`config.mk`:
```
export PLATFORM = sky130hd
export DESIGN_NAME = pxy_hub
export DESIGN_NICKNAME = d
export VERILOG_FILES = /design/src/logic/pxy_pkg.sv /design/src/logic/pxy_port.sv /design/src/logic/pxy_hub.sv
export SDC_FILE = /design/constraint.sdc
export NUM_CORES = 1
export LEC_CHECK = 0
export BUFFER_PORTS_ARGS = -buffer_cell sky130_fd_sc_hd__clkbuf_2
export CORE_MARGIN = 4
export CORE_UTILIZATION = 55
export DETAILED_ROUTE_END_ITERATION = 8
export PLACE_DENSITY = 0.74
export SLEW_MARGIN = 20
export SYNTH_ARGS = -nofsm -noshare
export SYNTH_HDL_FRONTEND = slang
export SYNTH_HIERARCHICAL = 1
export SYNTH_SLANG_ARGS = --single-unit
```
`constraint.sdc`:
```
create_clock -name i_clock -period 6.7 [get_ports i_clock]
set_clock_uncertainty 0.05 [all_clocks]
set_input_delay 1.34 -clock i_clock [delete_from_list [all_inputs] [get_ports i_clock]]
set_output_delay 1.34 -clock i_clock [all_outputs]
set_load 0.01 [all_outputs]
```
`src/logic/pxy_pkg.sv`:
```
// shared constants and types for the i2c proxy master hub
package pxy_pkg;
  localparam logic [7:0] REG_GEN_CFG     = 8'h02;
  localparam logic [7:0] REG_SCL_HIGH    = 8'h0A;
  localparam logic [7:0] REG_SCL_LOW     = 8'h0B;
  localparam logic [7:0] REG_PROXY_STS   = 8'h0C;
  localparam logic [7:0] REG_PORT_SEL    = 8'h4C;
  localparam int         GEN_MASTER_EN   = 5;
  localparam int         PSEL_RD_LSB     = 4;
  localparam logic [7:0] GEN_CFG_RESET   = 8'h00;
  localparam logic [7:0] PORT_SEL_RESET  = 8'h01;
  localparam logic [7:0] SCL_COUNT_RESET = 8'h7A;
  localparam int         CLOCK_NS        = 40;
  localparam int         OSC_PERIOD_NS   = 40;
  localparam int         EXTRA_PERIODS   = 4;
  localparam int         MIN_PHASE_NS    = 5000;
  localparam int         EXTRA_CYCLES    =
    (EXTRA_PERIODS * OSC_PERIOD_NS + CLOCK_NS - 1) / CLOCK_NS;

  typedef enum {
    ST_IDLE, ST_START, ST_LOW, ST_HIGH,
    ST_STOP_LOW, ST_STOP_HIGH, ST_STOP_REL, ST_WAIT_STOP
  } pxy_state_type;

  typedef struct packed {
    logic       rd;
    logic [6:0] addr;
    logic [7:0] data;
  } pxy_req_type;

  typedef struct packed {
    logic       nack;
    logic [7:0] data;
  } pxy_rsp_type;

  typedef struct packed {
    logic scl_oe;
    logic sda_oe;
  } pxy_bus_type;
endpackage : pxy_pkg

```
`src/logic/pxy_port.sv`:
```
// one proxy master engine: single-byte read or write with arbitration
`timescale 1ns/1ns
module pxy_port
  import pxy_pkg::*;
(
  // clock and reset
  input  wire logic  i_clock,
  input  wire logic  i_rst_b,
  // configuration
  input  wire logic        i_enable,
  input  wire logic [7:0]  i_high_cnt,
  input  wire logic [7:0]  i_low_cnt,
  // request from the control channel
  input  wire logic        i_req_valid,
  input  wire pxy_req_type i_req,
  output pxy_rsp_type      o_rsp,
  output logic             o_rsp_valid,
  output logic             o_active,
  // bus
  input  wire logic        i_scl,
  input  wire logic        i_sda,
  input  wire logic        i_bus_busy,
  input  wire logic        i_stop_seen,
  output pxy_bus_type      o_drive
);
  pxy_state_type st_q, st_d;
  pxy_req_type   req_q, req_d;
  pxy_bus_type   drv_q, drv_d;
  pxy_rsp_type   rsp_q, rsp_d;
  logic [8:0]    cnt_q, cnt_d, tx_q, tx_d, limit;
  logic [7:0]    rx_q, rx_d;
  logic [3:0]    bit_q, bit_d;
  logic          byte_q, byte_d, nack_q, nack_d, rv_q, rv_d;
  logic          hi_phase, done, mst_bit, lost;

  always_comb begin
    hi_phase = (st_q == ST_START) || (st_q == ST_HIGH) || (st_q == ST_STOP_HIGH)
               || (st_q == ST_STOP_REL);
    // phase lasts programmed count plus the synchronisation allowance
    limit    = 9'(hi_phase ? i_high_cnt : i_low_cnt)
               + 9'(EXTRA_CYCLES - 1);
    done     = cnt_q >= limit;
    mst_bit  = (!byte_q || !req_q.rd) && (bit_q != 4'h8);
    lost     = (st_q == ST_HIGH) && i_scl && mst_bit && tx_q[8] && !i_sda;
    st_d = st_q; req_d = req_q; drv_d = drv_q; cnt_d = cnt_q + 9'h001;
    tx_d = tx_q; rx_d = rx_q; bit_d = bit_q; byte_d = byte_q;
    nack_d = nack_q; rv_d = 1'b0; rsp_d = rsp_q;
    case (st_q)
      ST_IDLE: begin
        drv_d = '0;
        cnt_d = '0;
        // enable gates regeneration; a busy bus defers the start
        if (i_enable && i_req_valid && !i_bus_busy) begin
          req_d  = i_req;
          tx_d   = {i_req.addr, i_req.rd, 1'b1};
          bit_d  = '0;
          byte_d = 1'b0;
          nack_d = 1'b0;
          drv_d.sda_oe = 1'b1;
          st_d   = ST_START;
        end
      end
      // another master already pulled scl low: join its low phase at once
      ST_START: if (done || !i_scl) begin
        drv_d.scl_oe = 1'b1;
        cnt_d = '0;
        st_d  = ST_LOW;
      end
      ST_LOW: begin
        drv_d.sda_oe = ~tx_q[8];
        if (done) begin
          drv_d.scl_oe = 1'b0;
          cnt_d = '0;
          st_d  = ST_HIGH;
        end
      end
      ST_HIGH: begin
        if (!i_scl && cnt_q == '0) begin
          cnt_d = '0; // slave stretching holds the high count
        end else if (lost) begin
          drv_d = '0;
          st_d  = ST_WAIT_STOP;
        end else if (done || !i_scl) begin
          // scl falling after the high count started is another master's clock
          drv_d.scl_oe = 1'b1;
          cnt_d = '0;
          tx_d  = {tx_q[7:0], 1'b1};
          st_d  = ST_LOW;
          if (bit_q != 4'h8) begin
            rx_d  = {rx_q[6:0], i_sda};
            bit_d = bit_q + 4'h1;
          end else if (!byte_q && i_sda) begin
            nack_d = 1'b1;
            st_d   = ST_STOP_LOW;
          end else if (byte_q) begin
            nack_d = !req_q.rd && i_sda;
            st_d   = ST_STOP_LOW;
          end else begin
            byte_d = 1'b1;
            bit_d  = '0;
            tx_d   = req_q.rd ? 9'h1FF : {req_q.data, 1'b1};
          end
        end
      end
      ST_STOP_LOW: begin
        drv_d.sda_oe = 1'b1;
        if (done) begin
          drv_d.scl_oe = 1'b0;
          cnt_d = '0;
          st_d  = ST_STOP_HIGH;
        end
      end
      ST_STOP_HIGH: begin
        if (!i_scl) begin
          cnt_d = '0;
        end else if (done) begin
          drv_d.sda_oe = 1'b0;
          cnt_d = '0;
          st_d  = ST_STOP_REL;
        end
      end
      ST_STOP_REL: if (done) begin
        // answer only after bus free time so a retried request cannot crowd it
        rv_d  = 1'b1;
        rsp_d = '{nack: nack_q, data: rx_q};
        st_d  = ST_IDLE;
      end
      ST_WAIT_STOP: begin
        drv_d = '0;
        cnt_d = '0;
        if (i_stop_seen) st_d = ST_IDLE;
      end
      default: st_d = ST_IDLE;
    endcase
  end

  always_ff @(posedge i_clock) begin
    if (!i_rst_b) begin
      st_q <= ST_IDLE; req_q <= '0; drv_q <= '0; cnt_q <= '0; tx_q <= '0;
      rx_q <= '0; bit_q <= '0; byte_q <= 1'b0; nack_q <= 1'b0; rv_q <= 1'b0;
      rsp_q <= '0;
    end else begin
      st_q <= st_d; req_q <= req_d; drv_q <= drv_d; cnt_q <= cnt_d; tx_q <= tx_d;
      rx_q <= rx_d; bit_q <= bit_d; byte_q <= byte_d; nack_q <= nack_d; rv_q <= rv_d;
      rsp_q <= rsp_d;
    end
  end

  assign o_drive     = drv_q;
  assign o_rsp       = rsp_q;
  assign o_rsp_valid = rv_q;
  assign o_active    = (st_q != ST_IDLE);

  // helper: length of the current driven-low scl run
  logic [9:0] run_q;
  always_ff @(posedge i_clock) begin
    if (!i_rst_b) run_q <= '0;
    else          run_q <= drv_q.scl_oe ? run_q + 10'h001 : '0;
  end

  chk_low_width: assert property (@(posedge i_clock) disable iff (!i_rst_b)
    $fell(drv_q.scl_oe) && $past(st_q) == ST_LOW |->
      int'(run_q) >= int'(i_low_cnt) + EXTRA_PERIODS)
    else $error("scl low phase too short");
  chk_disabled_idle: assert property (@(posedge i_clock) disable iff (!i_rst_b)
    st_q == ST_IDLE && !i_enable |=> st_q == ST_IDLE)
    else $error("proxy started while disabled");
  chk_busy_defer: assert property (@(posedge i_clock) disable iff (!i_rst_b)
    st_q == ST_IDLE && i_bus_busy |=> st_q == ST_IDLE)
    else $error("start on busy bus");
  chk_lost_release: assert property (@(posedge i_clock) disable iff (!i_rst_b)
    lost |=> drv_q == '0 && st_q == ST_WAIT_STOP)
    else $error("bus not released after lost arbitration");
  chk_wait_stop: assert property (@(posedge i_clock) disable iff (!i_rst_b)
    st_q == ST_WAIT_STOP && !i_stop_seen |=> st_q == ST_WAIT_STOP && drv_q == '0)
    else $error("retry before stop");
  chk_stretch_hold: assert property (@(posedge i_clock) disable iff (!i_rst_b)
    st_q == ST_HIGH && !i_scl && cnt_q == '0 |=> cnt_q == '0 && !drv_q.scl_oe)
    else $error("high count ran during stretch");
  chk_rsp_pulse: assert property (@(posedge i_clock) disable iff (!i_rst_b)
    rv_q |-> $past(st_q) == ST_STOP_REL ##1 !rv_q)
    else $error("bad response pulse");
  cov_lost: cover property (@(posedge i_clock) disable iff (!i_rst_b) lost);
  cov_read: cover property (@(posedge i_clock) disable iff (!i_rst_b) rv_q && req_q.rd);
  cov_nack: cover property (@(posedge i_clock) disable iff (!i_rst_b) rv_q && rsp_q.nack);
endmodule : pxy_port

```
`src/logic/pxy_hub.sv`:
```
// proxy master hub: registers, bus monitor and one engine per receive port
`timescale 1ns/1ns
// Operation
// - Each engine regenerates a remote read or write as a master on the local bus.
// - The proxy enable bit resets to zero and blocks regeneration until set.
// - Standard, fast and fast-plus timing all come from the programmed counts.
// - An engine loses arbitration when it releases SDA high but sees it low.
// - Every receive port has its own independent proxy engine.
// - Contention between engines and other masters resolves by deferring starts on a busy bus, then by bus arbitration.
// - Timing counts run on the reference clock or the 25 MHz oscillator before it.
// - The 8-bit high count sets the width of the released SCL phase.
// - The 8-bit low count sets the width of the driven-low SCL phase.
// - Each phase lasts at least the count plus four 40 ns periods, unless another master pulls SCL low during a high phase.
// - The local slave uses the low count as SDA setup before releasing stretched SCL.
// - Reset counts give at least 5 us per phase at 25 MHz.
module pxy_hub
  import pxy_pkg::*;
#(
  parameter int NUM_PORTS = 4
) (
  // clock and reset
  input  wire logic        i_clock,
  input  wire logic        i_rst_b,
  // register port
  input  wire logic        i_reg_wr,
  input  wire logic        i_reg_rd,
  input  wire logic [7:0]  i_reg_addr,
  input  wire logic [7:0]  i_reg_wdata,
  output logic      [7:0]  o_reg_rdata,
  // control channel requests, one per receive port
  input  wire logic        i_req_valid [NUM_PORTS],
  input  wire pxy_req_type i_req       [NUM_PORTS],
  output logic             o_rsp_valid [NUM_PORTS],
  output pxy_rsp_type      o_rsp       [NUM_PORTS],
  // local slave sda setup interval for the selected port
  output logic      [7:0]  o_slave_setup_cnt,
  // local i2c bus, open drain
  input  wire logic        i_scl,
  input  wire logic        i_sda,
  output logic             o_scl,
  output logic             o_scl_oe,
  output logic             o_sda,
  output logic             o_sda_oe
);
  logic [7:0]  gen_q, gen_d, psel_q, psel_d, rdata_q, rdata_d, setup_q, setup_d;
  logic [7:0]  hi_q [NUM_PORTS];
  logic [7:0]  hi_d [NUM_PORTS];
  logic [7:0]  lo_q [NUM_PORTS];
  logic [7:0]  lo_d [NUM_PORTS];
  logic [1:0]  rd_port;
  logic        scl_oe_q, scl_oe_d, sda_oe_q, sda_oe_d;
  logic        pscl_q, psda_q, busy_q, busy_d, stop_q, stop_d;
  logic        start_det, stop_det;
  pxy_bus_type drive  [NUM_PORTS];
  logic        active [NUM_PORTS];
  pxy_rsp_type rsp    [NUM_PORTS];
  logic        rsp_v  [NUM_PORTS];

  assign rd_port = psel_q[PSEL_RD_LSB +: 2];

  // register file; counts are per port, written through the select mask
  always_comb begin
    gen_d  = gen_q;
    psel_d = psel_q;
    hi_d   = hi_q;
    lo_d   = lo_q;
    if (i_reg_wr) begin
      case (i_reg_addr)
        REG_GEN_CFG:  gen_d  = i_reg_wdata;
        REG_PORT_SEL: psel_d = i_reg_wdata;
        REG_SCL_HIGH: for (int p = 0; p < NUM_PORTS; p++) begin
          if (psel_q[p]) hi_d[p] = i_reg_wdata;
        end
        REG_SCL_LOW: for (int p = 0; p < NUM_PORTS; p++) begin
          if (psel_q[p]) lo_d[p] = i_reg_wdata;
        end
        default: gen_d = gen_q;
      endcase
    end
  end

  always_comb begin
    rdata_d = rdata_q;
    if (i_reg_rd) begin
      case (i_reg_addr)
        REG_GEN_CFG:   rdata_d = gen_q;
        REG_PORT_SEL:  rdata_d = psel_q;
        REG_SCL_HIGH:  rdata_d = hi_q[rd_port];
        REG_SCL_LOW:   rdata_d = lo_q[rd_port];
        REG_PROXY_STS: begin
          rdata_d    = 8'h00;
          rdata_d[7] = busy_q;
          for (int p = 0; p < NUM_PORTS; p++) rdata_d[p] = active[p];
        end
        default:       rdata_d = 8'h00;
      endcase
    end
    // the slave side reuses the low count as its data setup time
    setup_d = lo_q[rd_port];
  end

  // bus monitor: start and stop seen by any master, including our own engines
  always_comb begin
    start_det = pscl_q && i_scl && psda_q && !i_sda;
    stop_det  = pscl_q && i_scl && !psda_q && i_sda;
    busy_d    = start_det ? 1'b1 : (stop_det ? 1'b0 : busy_q);
    stop_d    = stop_det;
    // wired-and of all engines: every engine sees the others on the pins
    scl_oe_d  = 1'b0;
    sda_oe_d  = 1'b0;
    for (int p = 0; p < NUM_PORTS; p++) begin
      scl_oe_d = scl_oe_d | drive[p].scl_oe;
      sda_oe_d = sda_oe_d | drive[p].sda_oe;
    end
  end

  always_ff @(posedge i_clock) begin
    if (!i_rst_b) begin
      gen_q    <= GEN_CFG_RESET;
      psel_q   <= PORT_SEL_RESET;
      for (int p = 0; p < NUM_PORTS; p++) begin
        hi_q[p] <= SCL_COUNT_RESET;
        lo_q[p] <= SCL_COUNT_RESET;
      end
      rdata_q  <= 8'h00;
      setup_q  <= SCL_COUNT_RESET;
      pscl_q   <= 1'b1;
      psda_q   <= 1'b1;
      busy_q   <= 1'b0;
      stop_q   <= 1'b0;
      scl_oe_q <= 1'b0;
      sda_oe_q <= 1'b0;
    end else begin
      gen_q    <= gen_d;
      psel_q   <= psel_d;
      hi_q     <= hi_d;
      lo_q     <= lo_d;
      rdata_q  <= rdata_d;
      setup_q  <= setup_d;
      pscl_q   <= i_scl;
      psda_q   <= i_sda;
      busy_q   <= busy_d;
      stop_q   <= stop_d;
      scl_oe_q <= scl_oe_d;
      sda_oe_q <= sda_oe_d;
    end
  end

  // one engine per receive port; i_clock is the reference or oscillator clock
  for (genvar p = 0; p < NUM_PORTS; p++) begin : g_port
    pxy_port u_port (
      .i_clock     (i_clock),
      .i_rst_b     (i_rst_b),
      .i_enable    (gen_q[GEN_MASTER_EN]),
      .i_high_cnt  (hi_q[p]),
      .i_low_cnt   (lo_q[p]),
      .i_req_valid (i_req_valid[p]),
      .i_req       (i_req[p]),
      .o_rsp       (rsp[p]),
      .o_rsp_valid (rsp_v[p]),
      .o_active    (active[p]),
      .i_scl       (i_scl),
      .i_sda       (i_sda),
      .i_bus_busy  (busy_q),
      .i_stop_seen (stop_q),
      .o_drive     (drive[p])
    );
  end

  assign o_reg_rdata       = rdata_q;
  assign o_rsp_valid       = rsp_v;
  assign o_rsp             = rsp;
  assign o_slave_setup_cnt = setup_q;
  assign o_scl             = 1'b0;
  assign o_sda             = 1'b0;
  assign o_scl_oe          = scl_oe_q;
  assign o_sda_oe          = sda_oe_q;

  chk_reset_phase: assert property (@(posedge i_clock) disable iff (!i_rst_b)
    $rose(i_rst_b) |-> (int'(hi_q[0]) + EXTRA_PERIODS) * OSC_PERIOD_NS >= MIN_PHASE_NS)
    else $error("reset count gives short phase");
  chk_count_write: assert property (@(posedge i_clock) disable iff (!i_rst_b)
    i_reg_wr && i_reg_addr == REG_SCL_LOW && psel_q[0] |=> lo_q[0] == $past(i_reg_wdata))
    else $error("low count write lost");
  chk_count_kept: assert property (@(posedge i_clock) disable iff (!i_rst_b)
    i_reg_wr && i_reg_addr == REG_SCL_HIGH && !psel_q[1] |=> hi_q[1] == $past(hi_q[1]))
    else $error("unselected port count changed");
  chk_stop_frees: assert property (@(posedge i_clock) disable iff (!i_rst_b)
    stop_det |=> !busy_q && stop_q)
    else $error("stop did not free the bus");
  cov_bus_busy: cover property (@(posedge i_clock) disable iff (!i_rst_b) $rose(busy_q));
  cov_two_ports: cover property (@(posedge i_clock) disable iff (!i_rst_b)
    drive[0].scl_oe && drive[1].scl_oe);
endmodule : pxy_hub

```
---- Word level (Yosys, flattened, before mapping) ----
Cells that the tools add are included.
operators by class
  add/subtract/negate cells ............... 12
  order comparisons ....................... 5
  equality and inequality tests ........... 129
  mux-type cells .......................... 258
  bitwise gates (word level) .............. 19
  reductions and logical operators ........ 164
operator list
  kind                                                               number
  32-bit 2-to-1 mux                                                  49
  32-bit one-hot mux with 8 select lines                             4
  32-bit by 3-bit == test with 1-bit output (second input constant)  20
  9-bit 2-to-1 mux                                                   52
  32-bit by 2-bit == test with 1-bit output (second input constant)  12
  32-bit by 4-bit == test with 1-bit output (second input constant)  8
  9-bit one-hot mux with 5 select lines                              4
  32-bit by 1-bit == test with 1-bit output (second input constant)  4
  32-bit zero test                                                   4
  32-bit nonzero test                                                4
  4-bit 2-to-1 mux                                                   28
  7-bit AND reduction                                                12
  1-bit 2-to-1 mux                                                   78
  2-bit by 1-bit != test with 1-bit output (second input constant)   36
  9-bit one-hot mux with 2 select lines                              4
  8-bit 2-to-1 mux                                                   8
  5-bit AND reduction                                                12
  2-bit != test (second input constant)                              24
  1-bit logical AND                                                  45
  8-bit one-hot mux with 5 select lines                              1
  10-bit AND reduction                                               4
  9-bit by 1-bit adder with 9-bit output (second input constant)     4
  9-bit by 2-bit adder with 9-bit output (second input constant)     4
  9-bit >= comparator                                                4
  other kinds (28)                                                   162
storage, ports and cells
  bits in registers ....................... 442
  bits of input ports ..................... 90
  output and inout bits ................... 60
  logic and storage cells ................. 661

---- Logic depth before layout (Yosys ltp) ----
  word-level depth ........................ 12
  depth in mapped cells ................... 16
  depth with buffers taken out ............ 13

---- Modules after synthesis ----
Netlist, hierarchy kept.
modules (own cells, without submodules)
  module                       times used  cells an instance  area each (um^2)  sequential area each (um^2)
  pxy_hub                      1           463                4,449.3           2,042.0
  pxy_port (g_port[1].u_port)  1           385                3,286.9           1,121.1
  pxy_port (g_port[2].u_port)  1           381                3,279.4           1,121.1
  pxy_port (g_port[3].u_port)  1           378                3,233.1           1,121.1
  pxy_port (g_port[0].u_port)  1           396                3,230.6           1,121.1

---- Least setup slack after synthesis ----
OpenSTA, ideal clock, no wires.
  path type ............................... flip-flop to flip-flop
  from .................................... reg g_port[2].u_port.st_q[1]
  to ...................................... reg g_port[2].u_port.st_q[1]
  library setup time ...................... 0.120 ns
  arrival ................................. 3.421 ns
  required time ........................... 6.530 ns
  slack ................................... 3.109 ns
  cell stages (with the launch flop) ...... 15
  path buffers ............................ 1
  period minus slack after synthesis ...... 3.591 ns
  path through ............................ dfxtp_1 buf_6 and3b_4 nor2_4 mux2i_1 and4bb_1 xor2_1 a211oi_2 ha_1 a21oi_1 o21ai_1 a211oi_4 o21ai_1 and3_1 o31a_1
between the ends
  word-level cells in the longest chain between the ends .. 10
  elaborated cells on any way between the ends .. 37
  those cells by class .................... add/sub: 1; order compare: 1; eq/ne: 21; mux: 4; reduce/logical: 10
RTL lines
  element                                                                                                                       line                            text
  start, declared                                                                                                               pxy_port.sv:26                  pxy_state_type st_q, st_d;
  start signal, assigned                                                                                                        pxy_port.sv:143                 st_q <= st_d; req_q <= req_d; drv_q <= drv_d; cnt_q <= cnt_d; tx_q <= tx_d;
  32-bit by 2-bit == test with 1-bit output / 32-bit by 3-bit == test with 1-bit output (equally long branches)                 pxy_port.sv:37, pxy_port.sv:44
  1-bit logical OR (2 in series)                                                                                                pxy_port.sv:37                  hi_phase = (st_q == ST_START) || (st_q == ST_HIGH) || (st_q == ST_STOP_HIGH)
  1-bit logical OR                                                                                                              pxy_port.sv:38                  || (st_q == ST_STOP_REL);
  8-bit 2-to-1 mux                                                                                                              pxy_port.sv:40                  limit = 9'(hi_phase ? i_high_cnt : i_low_cnt)
  9-bit by 2-bit adder with 9-bit output                                                                                        pxy_port.sv:41                  + 9'(EXTRA_CYCLES - 1);
  9-bit >= comparator                                                                                                           pxy_port.sv:42                  done = cnt_q >= limit;
  1-bit logical OR                                                                                                              pxy_port.sv:64, pxy_port.sv:83
  3-bit by 1-bit != test with 1-bit output (no source line) / 2-bit by 1-bit != test with 1-bit output (equally long branches)  n/a
  10-bit AND reduction (no source line)                                                                                         n/a
Several ways; a longest one is shown, not always the timed one. The select of a mux whose other input is x is not followed.
A chain may end at the register's enable or synchronous reset.

---- Worst setup path after layout ----
  from .................................... reg g_port[0].u_port.st_q[1]
  to ...................................... reg g_port[0].u_port.bit_q[0]
between the ends
  word-level cells in the longest chain between the ends .. 10
  elaborated cells on any way between the ends .. 26
  those cells by class .................... add/sub: 1; order compare: 1; eq/ne: 11; mux: 2; reduce/logical: 11
RTL lines
  element                                                                                                        line                            text
  start, declared                                                                                                pxy_port.sv:26
  start signal, assigned                                                                                         pxy_port.sv:143
  32-bit by 2-bit == test with 1-bit output / 32-bit by 3-bit == test with 1-bit output (equally long branches)  pxy_port.sv:37, pxy_port.sv:44
  1-bit logical OR (2 in series)                                                                                 pxy_port.sv:37
  1-bit logical OR                                                                                               pxy_port.sv:38
  8-bit 2-to-1 mux                                                                                               pxy_port.sv:40
  9-bit by 2-bit adder with 9-bit output                                                                         pxy_port.sv:41
  9-bit >= comparator                                                                                            pxy_port.sv:42
  1-bit logical OR                                                                                               pxy_port.sv:83                  end else if (done || !i_scl) begin
  2-bit by 1-bit != test with 1-bit output (no source line)                                                      n/a
  7-bit AND reduction (no source line)                                                                           n/a
  end signal, assigned                                                                                           pxy_port.sv:144                 rx_q <= rx_d; bit_q <= bit_d; byte_q <= byte_d; nack_q <= nack_d; rv_q <= rv_d;
  end, declared                                                                                                  pxy_port.sv:32                  logic [3:0] bit_q, bit_d;
Several ways; a longest one is shown, not always the timed one.

==> summary.md <==
| Metric | Value |
|---|---|
| Outcome | complete, no violations |
| Setup CP Type | flip-flop to flip-flop |
| Worst skew pair latency | 0.52 ns |
| Cells after synthesis | 2003 |
| Inserted Diodes | 0 |
| Placed instance area | 18200 µm² |
| Crit path DAT | 5.12 ns |
| Initial antenna violation count | 2 |
| Fin area | 19400 µm² |
| Area contributors post-synth | dfxtp_1, mux2i_1, nand2_1, nor2_1, ha_1 |
| CP Cell Sequence | and3b_2 > o21ai_2 > a211oi_4 > nor3b_4 > nand2_2 > or2_1 > ha_1 > a21oi_1 > o21ai_1 > a211oi_2 > a211o_1 > nor3_1 > a211oi_1 |
| Largest net degree at the start of global routing | 85 |
| Dpl hpwl | 30900 µm |
| Power Density | 246 nW/µm² |
| DRT Pass-1 Iters | 5 |
| Min Tclk post-route | 4.77 ns |
| GRT overflow | 0 |
| Final WL | 43800 µm |
| Stages on worst setup path | 13 |
| CTS H-Tree Depth | 2 |
| Die Ht | 186 µm |
| DRC viols | 0 |
| Post-synthesis sequential area ratio | 37.3% |
| First-pass GRT wire length | 71100 µm |
| Syn Area/Cell | 8.73 µm² |
| R2R Setup Slk | 1.93 ns |
| Final Hold Viols | 0 |
| Tcrit/Tclk final | 71.2% |
| Final setup vio count | 0 |
| Max Clk Rate | 210 MHz |
| Via Count | 14900 |
| Core area | 31500 µm² |
| CP endpoint kind | flip-flop |
| Post-CTS Resized | 0 |
| Initial Util | 55.5% |
| Top-area cell type share of the netlist area | 37.3% |
| CTS buffer count | 36 |
| Clk slew on worst S/H paths | 0.06 ns |
| WP buf/inv | 0 |
| Crit-path max FO | 24 |
| Critical Path Max Stage Delay | 0.75 ns |
| Final Max Slew Viols | 0 |
| Area leader, netlist | dfxtp_1 |
| Die Wd | 186 µm |
| All-Layer GR Usage | 24.6% |
| Slew margin rel. | 29.5% |
| Critical path destination | g_port[0].u_port/bit_q[0]$_SDFFE_PN0P_ |
| Worst Max-Slew Pin Slew | 1.05 ns |
| Count of cell types in the netlist | 108 |
| Hold Path Class | flip-flop to flip-flop |
| Clock buffer depth | 3 |
| Crit path launch type | flip-flop |
| Drt via density | 5.94 |
| YS warnings | 6 |
| Hold WS | 0.393 ns |
| Main synth FF type | dfxtp_1 |
| Fill cells | 2693 |
| # IOs | 150 |
| CTS Root Cell | clkbuf_16 |
| Vias in the first global route | 14200 |
| Reg2Reg Depth | 13 |
| Leakage | 7.62 nW |
| Maximum VDD drop | 0.000162 V |
| CTS tree | built |
| Clock Sinks | 326 |
| Max cap viols | 0 |
| Beginning of the critical path | g_port[0].u_port/st_q[1]$_SDFFE_PN0P_ |
| Syn Std Cell Area | 17500 µm² |
| CP top delay family | compound AO/OA/AOI/OAI gates |
| Starting DRT DRC Count | 1281 |
| Reg-to-reg critical path endpoint | g_port[0].u_port/bit_q[0]$_SDFFE_PN0P_ |
| Yosys reg bits | 326 |
| Area growth syn-to-layout | 10.8% |
| RePlAce Congestion | 0.924 |
| Slowest-stage cell, CP | dfxtp_1 |
| Port buffer count | 147 |
| Row count | 65 |
| Hold_buf cts | 0 |
| Die area | 34700 µm² |
| Worst r2r src | g_port[0].u_port/st_q[1]$_SDFFE_PN0P_ |
| Fin nets | 2222 |
| Antenna viol nets, final | 0 |
| Crit path required time | 7.05 ns |
| Fraction of registers with async set/reset | 0% |
| DR WL/cell | 17.5 µm |
| Post-CTS setup buffer count | 0 |
| EDFF count, synth | 0 |
| Fin Setup TNS | 0 ns |
| Layout cells sized above 1 | 16.4% |
| Unrepaired setup endpoints after global routing | false |
## where the power goes
group | switching, W | leakage, nW | internal (W)
sequential | 0.000109 | 2.63 | 0.00199
combinational | 0.000430 | 4.43 | 0.000290
clock | 0.000771 | 0.558 | 0.00116
total | 0.00131 | 7.62 | 0.00345
## worst register-to-register path: stages (launching register included)
cell and delay [ns]:
dfxtp_1 0.75, and3b_2 0.44, o21ai_2 0.10, a211oi_4 0.36
nor3b_4 0.29, nand2_2 0.08, or2_1 0.24, ha_1 0.31
a21oi_1 0.12, o21ai_1 0.09, a211oi_2 0.75, a211o_1 0.73
nor3_1 0.13, a211oi_1 0.24
## registers in the layout, summed over array words and instances, names as in the netlist, 4 cells and up
signal	cells
g_port.u_port/cnt_q	36
g_port.u_port/o_rsp	36
g_port.u_port/req_q	36
g_port.u_port/tx_q	36
g_port.u_port/rx_q	32
hi_q	32
lo_q	32
g_port.u_port/bit_q	16
g_port.u_port/st_q	12
g_port.u_port/o_drive	8
gen_q	8
o_reg_rdata	8
o_slave_setup_cnt	8
psel_q	8
g_port.u_port/byte_q	4
g_port.u_port/nack_q	4
g_port.u_port/o_rsp_valid	4
## layout make-up
class | count | area [µm²] | share of cell area [%]
multi-input cells | 1520 | 10200 | 52.8
flip-flops and latches | 326 | 6530 | 33.7
clock buffers | 46 | 1000 | 5.16
repair buffers | 157 | 817 | 4.22
well taps | 402 | 503 | 2.60
clock inverters | 12 | 146 | 0.756
inverters | 39 | 146 | 0.756
## cells in the mapped netlist (all sizes together) (12+ instances only)
cell type / number
o31ai: 13
ha: 52
nor3: 116
mux4: 13
dfxtp: 326
and2: 12
o21ai: 64
nand3b: 23
mux2i: 153
a211oi: 38
nand3: 82
o211ai: 12
inv: 39
xnor2: 16
nand2: 275
buf: 59
clkbuf: 60
nand4: 26
nor2: 214
a31oi: 18
a21oi: 118
nor2b: 37
a21boi: 26
xor2: 35
nand2b: 18
## cells by family after synthesis
kind of cell	synth area share [%]
AO/OA/AOI/OAI	15.3
XOR/XNOR	2.56
adder cells (fa/ha/maj)	3.95
buffers and inverters	4.29
flip-flops	37.3
multiplexers	10.7
other	0.0215
AND/OR/NAND/NOR	25.8
## stage by stage
stage               instances  power, W  util (%)  worst slack (ns)
floorplan                2004   0.00270         -              3.11
global placement         2443   0.00282      57.8              2.20
detailed placement       2443   0.00284      57.8              2.04
CTS                      2501   0.00479      61.4              2.01
global route             2502   0.00496      61.5              1.57
finish                   2502   0.00476      61.5              1.93
## worst min-delay path by stage
stage                      startpoint           endpoint  slack [ns]  cells after the start
finish              psda_q$_SDFF_PN1_  stop_q$_SDFF_PN0_        0.39                      1
global route        psda_q$_SDFF_PN1_  stop_q$_SDFF_PN0_        0.43                      1
CTS                 psda_q$_SDFF_PN1_  stop_q$_SDFF_PN0_        0.40                      1
detailed placement  psda_q$_SDFF_PN1_  stop_q$_SDFF_PN0_        0.39                      1
global placement    psda_q$_SDFF_PN1_  stop_q$_SDFF_PN0_        0.37                      1
floorplan           psda_q$_SDFF_PN1_  stop_q$_SDFF_PN0_        0.36                      1
## routing by layer
| metal | part of all wire (%) | track usage (%) | up-vias | wire, µm |
|---|---|---|---|---|
| met2 | 47 | 41.9 | 469 | 20800 |
| met4 | 3.0 | 8.02 | 2 | 1320 |
| met5 | 0.030 | 0 | - | 13 |
| li1 | - | - | 7282 | - |
| met3 | 6.3 | 4.06 | 98 | 2760 |
| met1 | 43 | 32.1 | 7014 | 18900 |
## cells in the final DEF, fill, tap and decap left out, types with 6 or more instances in the layout
master and count:
a211oi_1 11, a211oi_2 24, a21boi_0 22, a21oi_1 116
a221o_1 7, a31oi_1 17, and2_1 12, and3_1 9
and3b_1 7, and4_1 7, buf_4 10, clkbuf_16 37
clkbuf_2 146, dfxtp_1 326, ha_1 52, inv_1 35
mux2i_1 148, mux4_2 13, nand2_1 273, nand2b_1 18
nand3_1 82, nand3b_1 20, nand4_1 22, nor2_1 204
nor2_4 6, nor2b_1 36, nor3_1 97, nor3_2 17
nor4_1 6, o211a_1 9, o211ai_1 12, o21ai_0 37
o21ai_1 24, o31ai_1 13, or2_1 6, xnor2_1 16
xor2_1 35
Note: power is estimated with default switching activity, not from simulation.
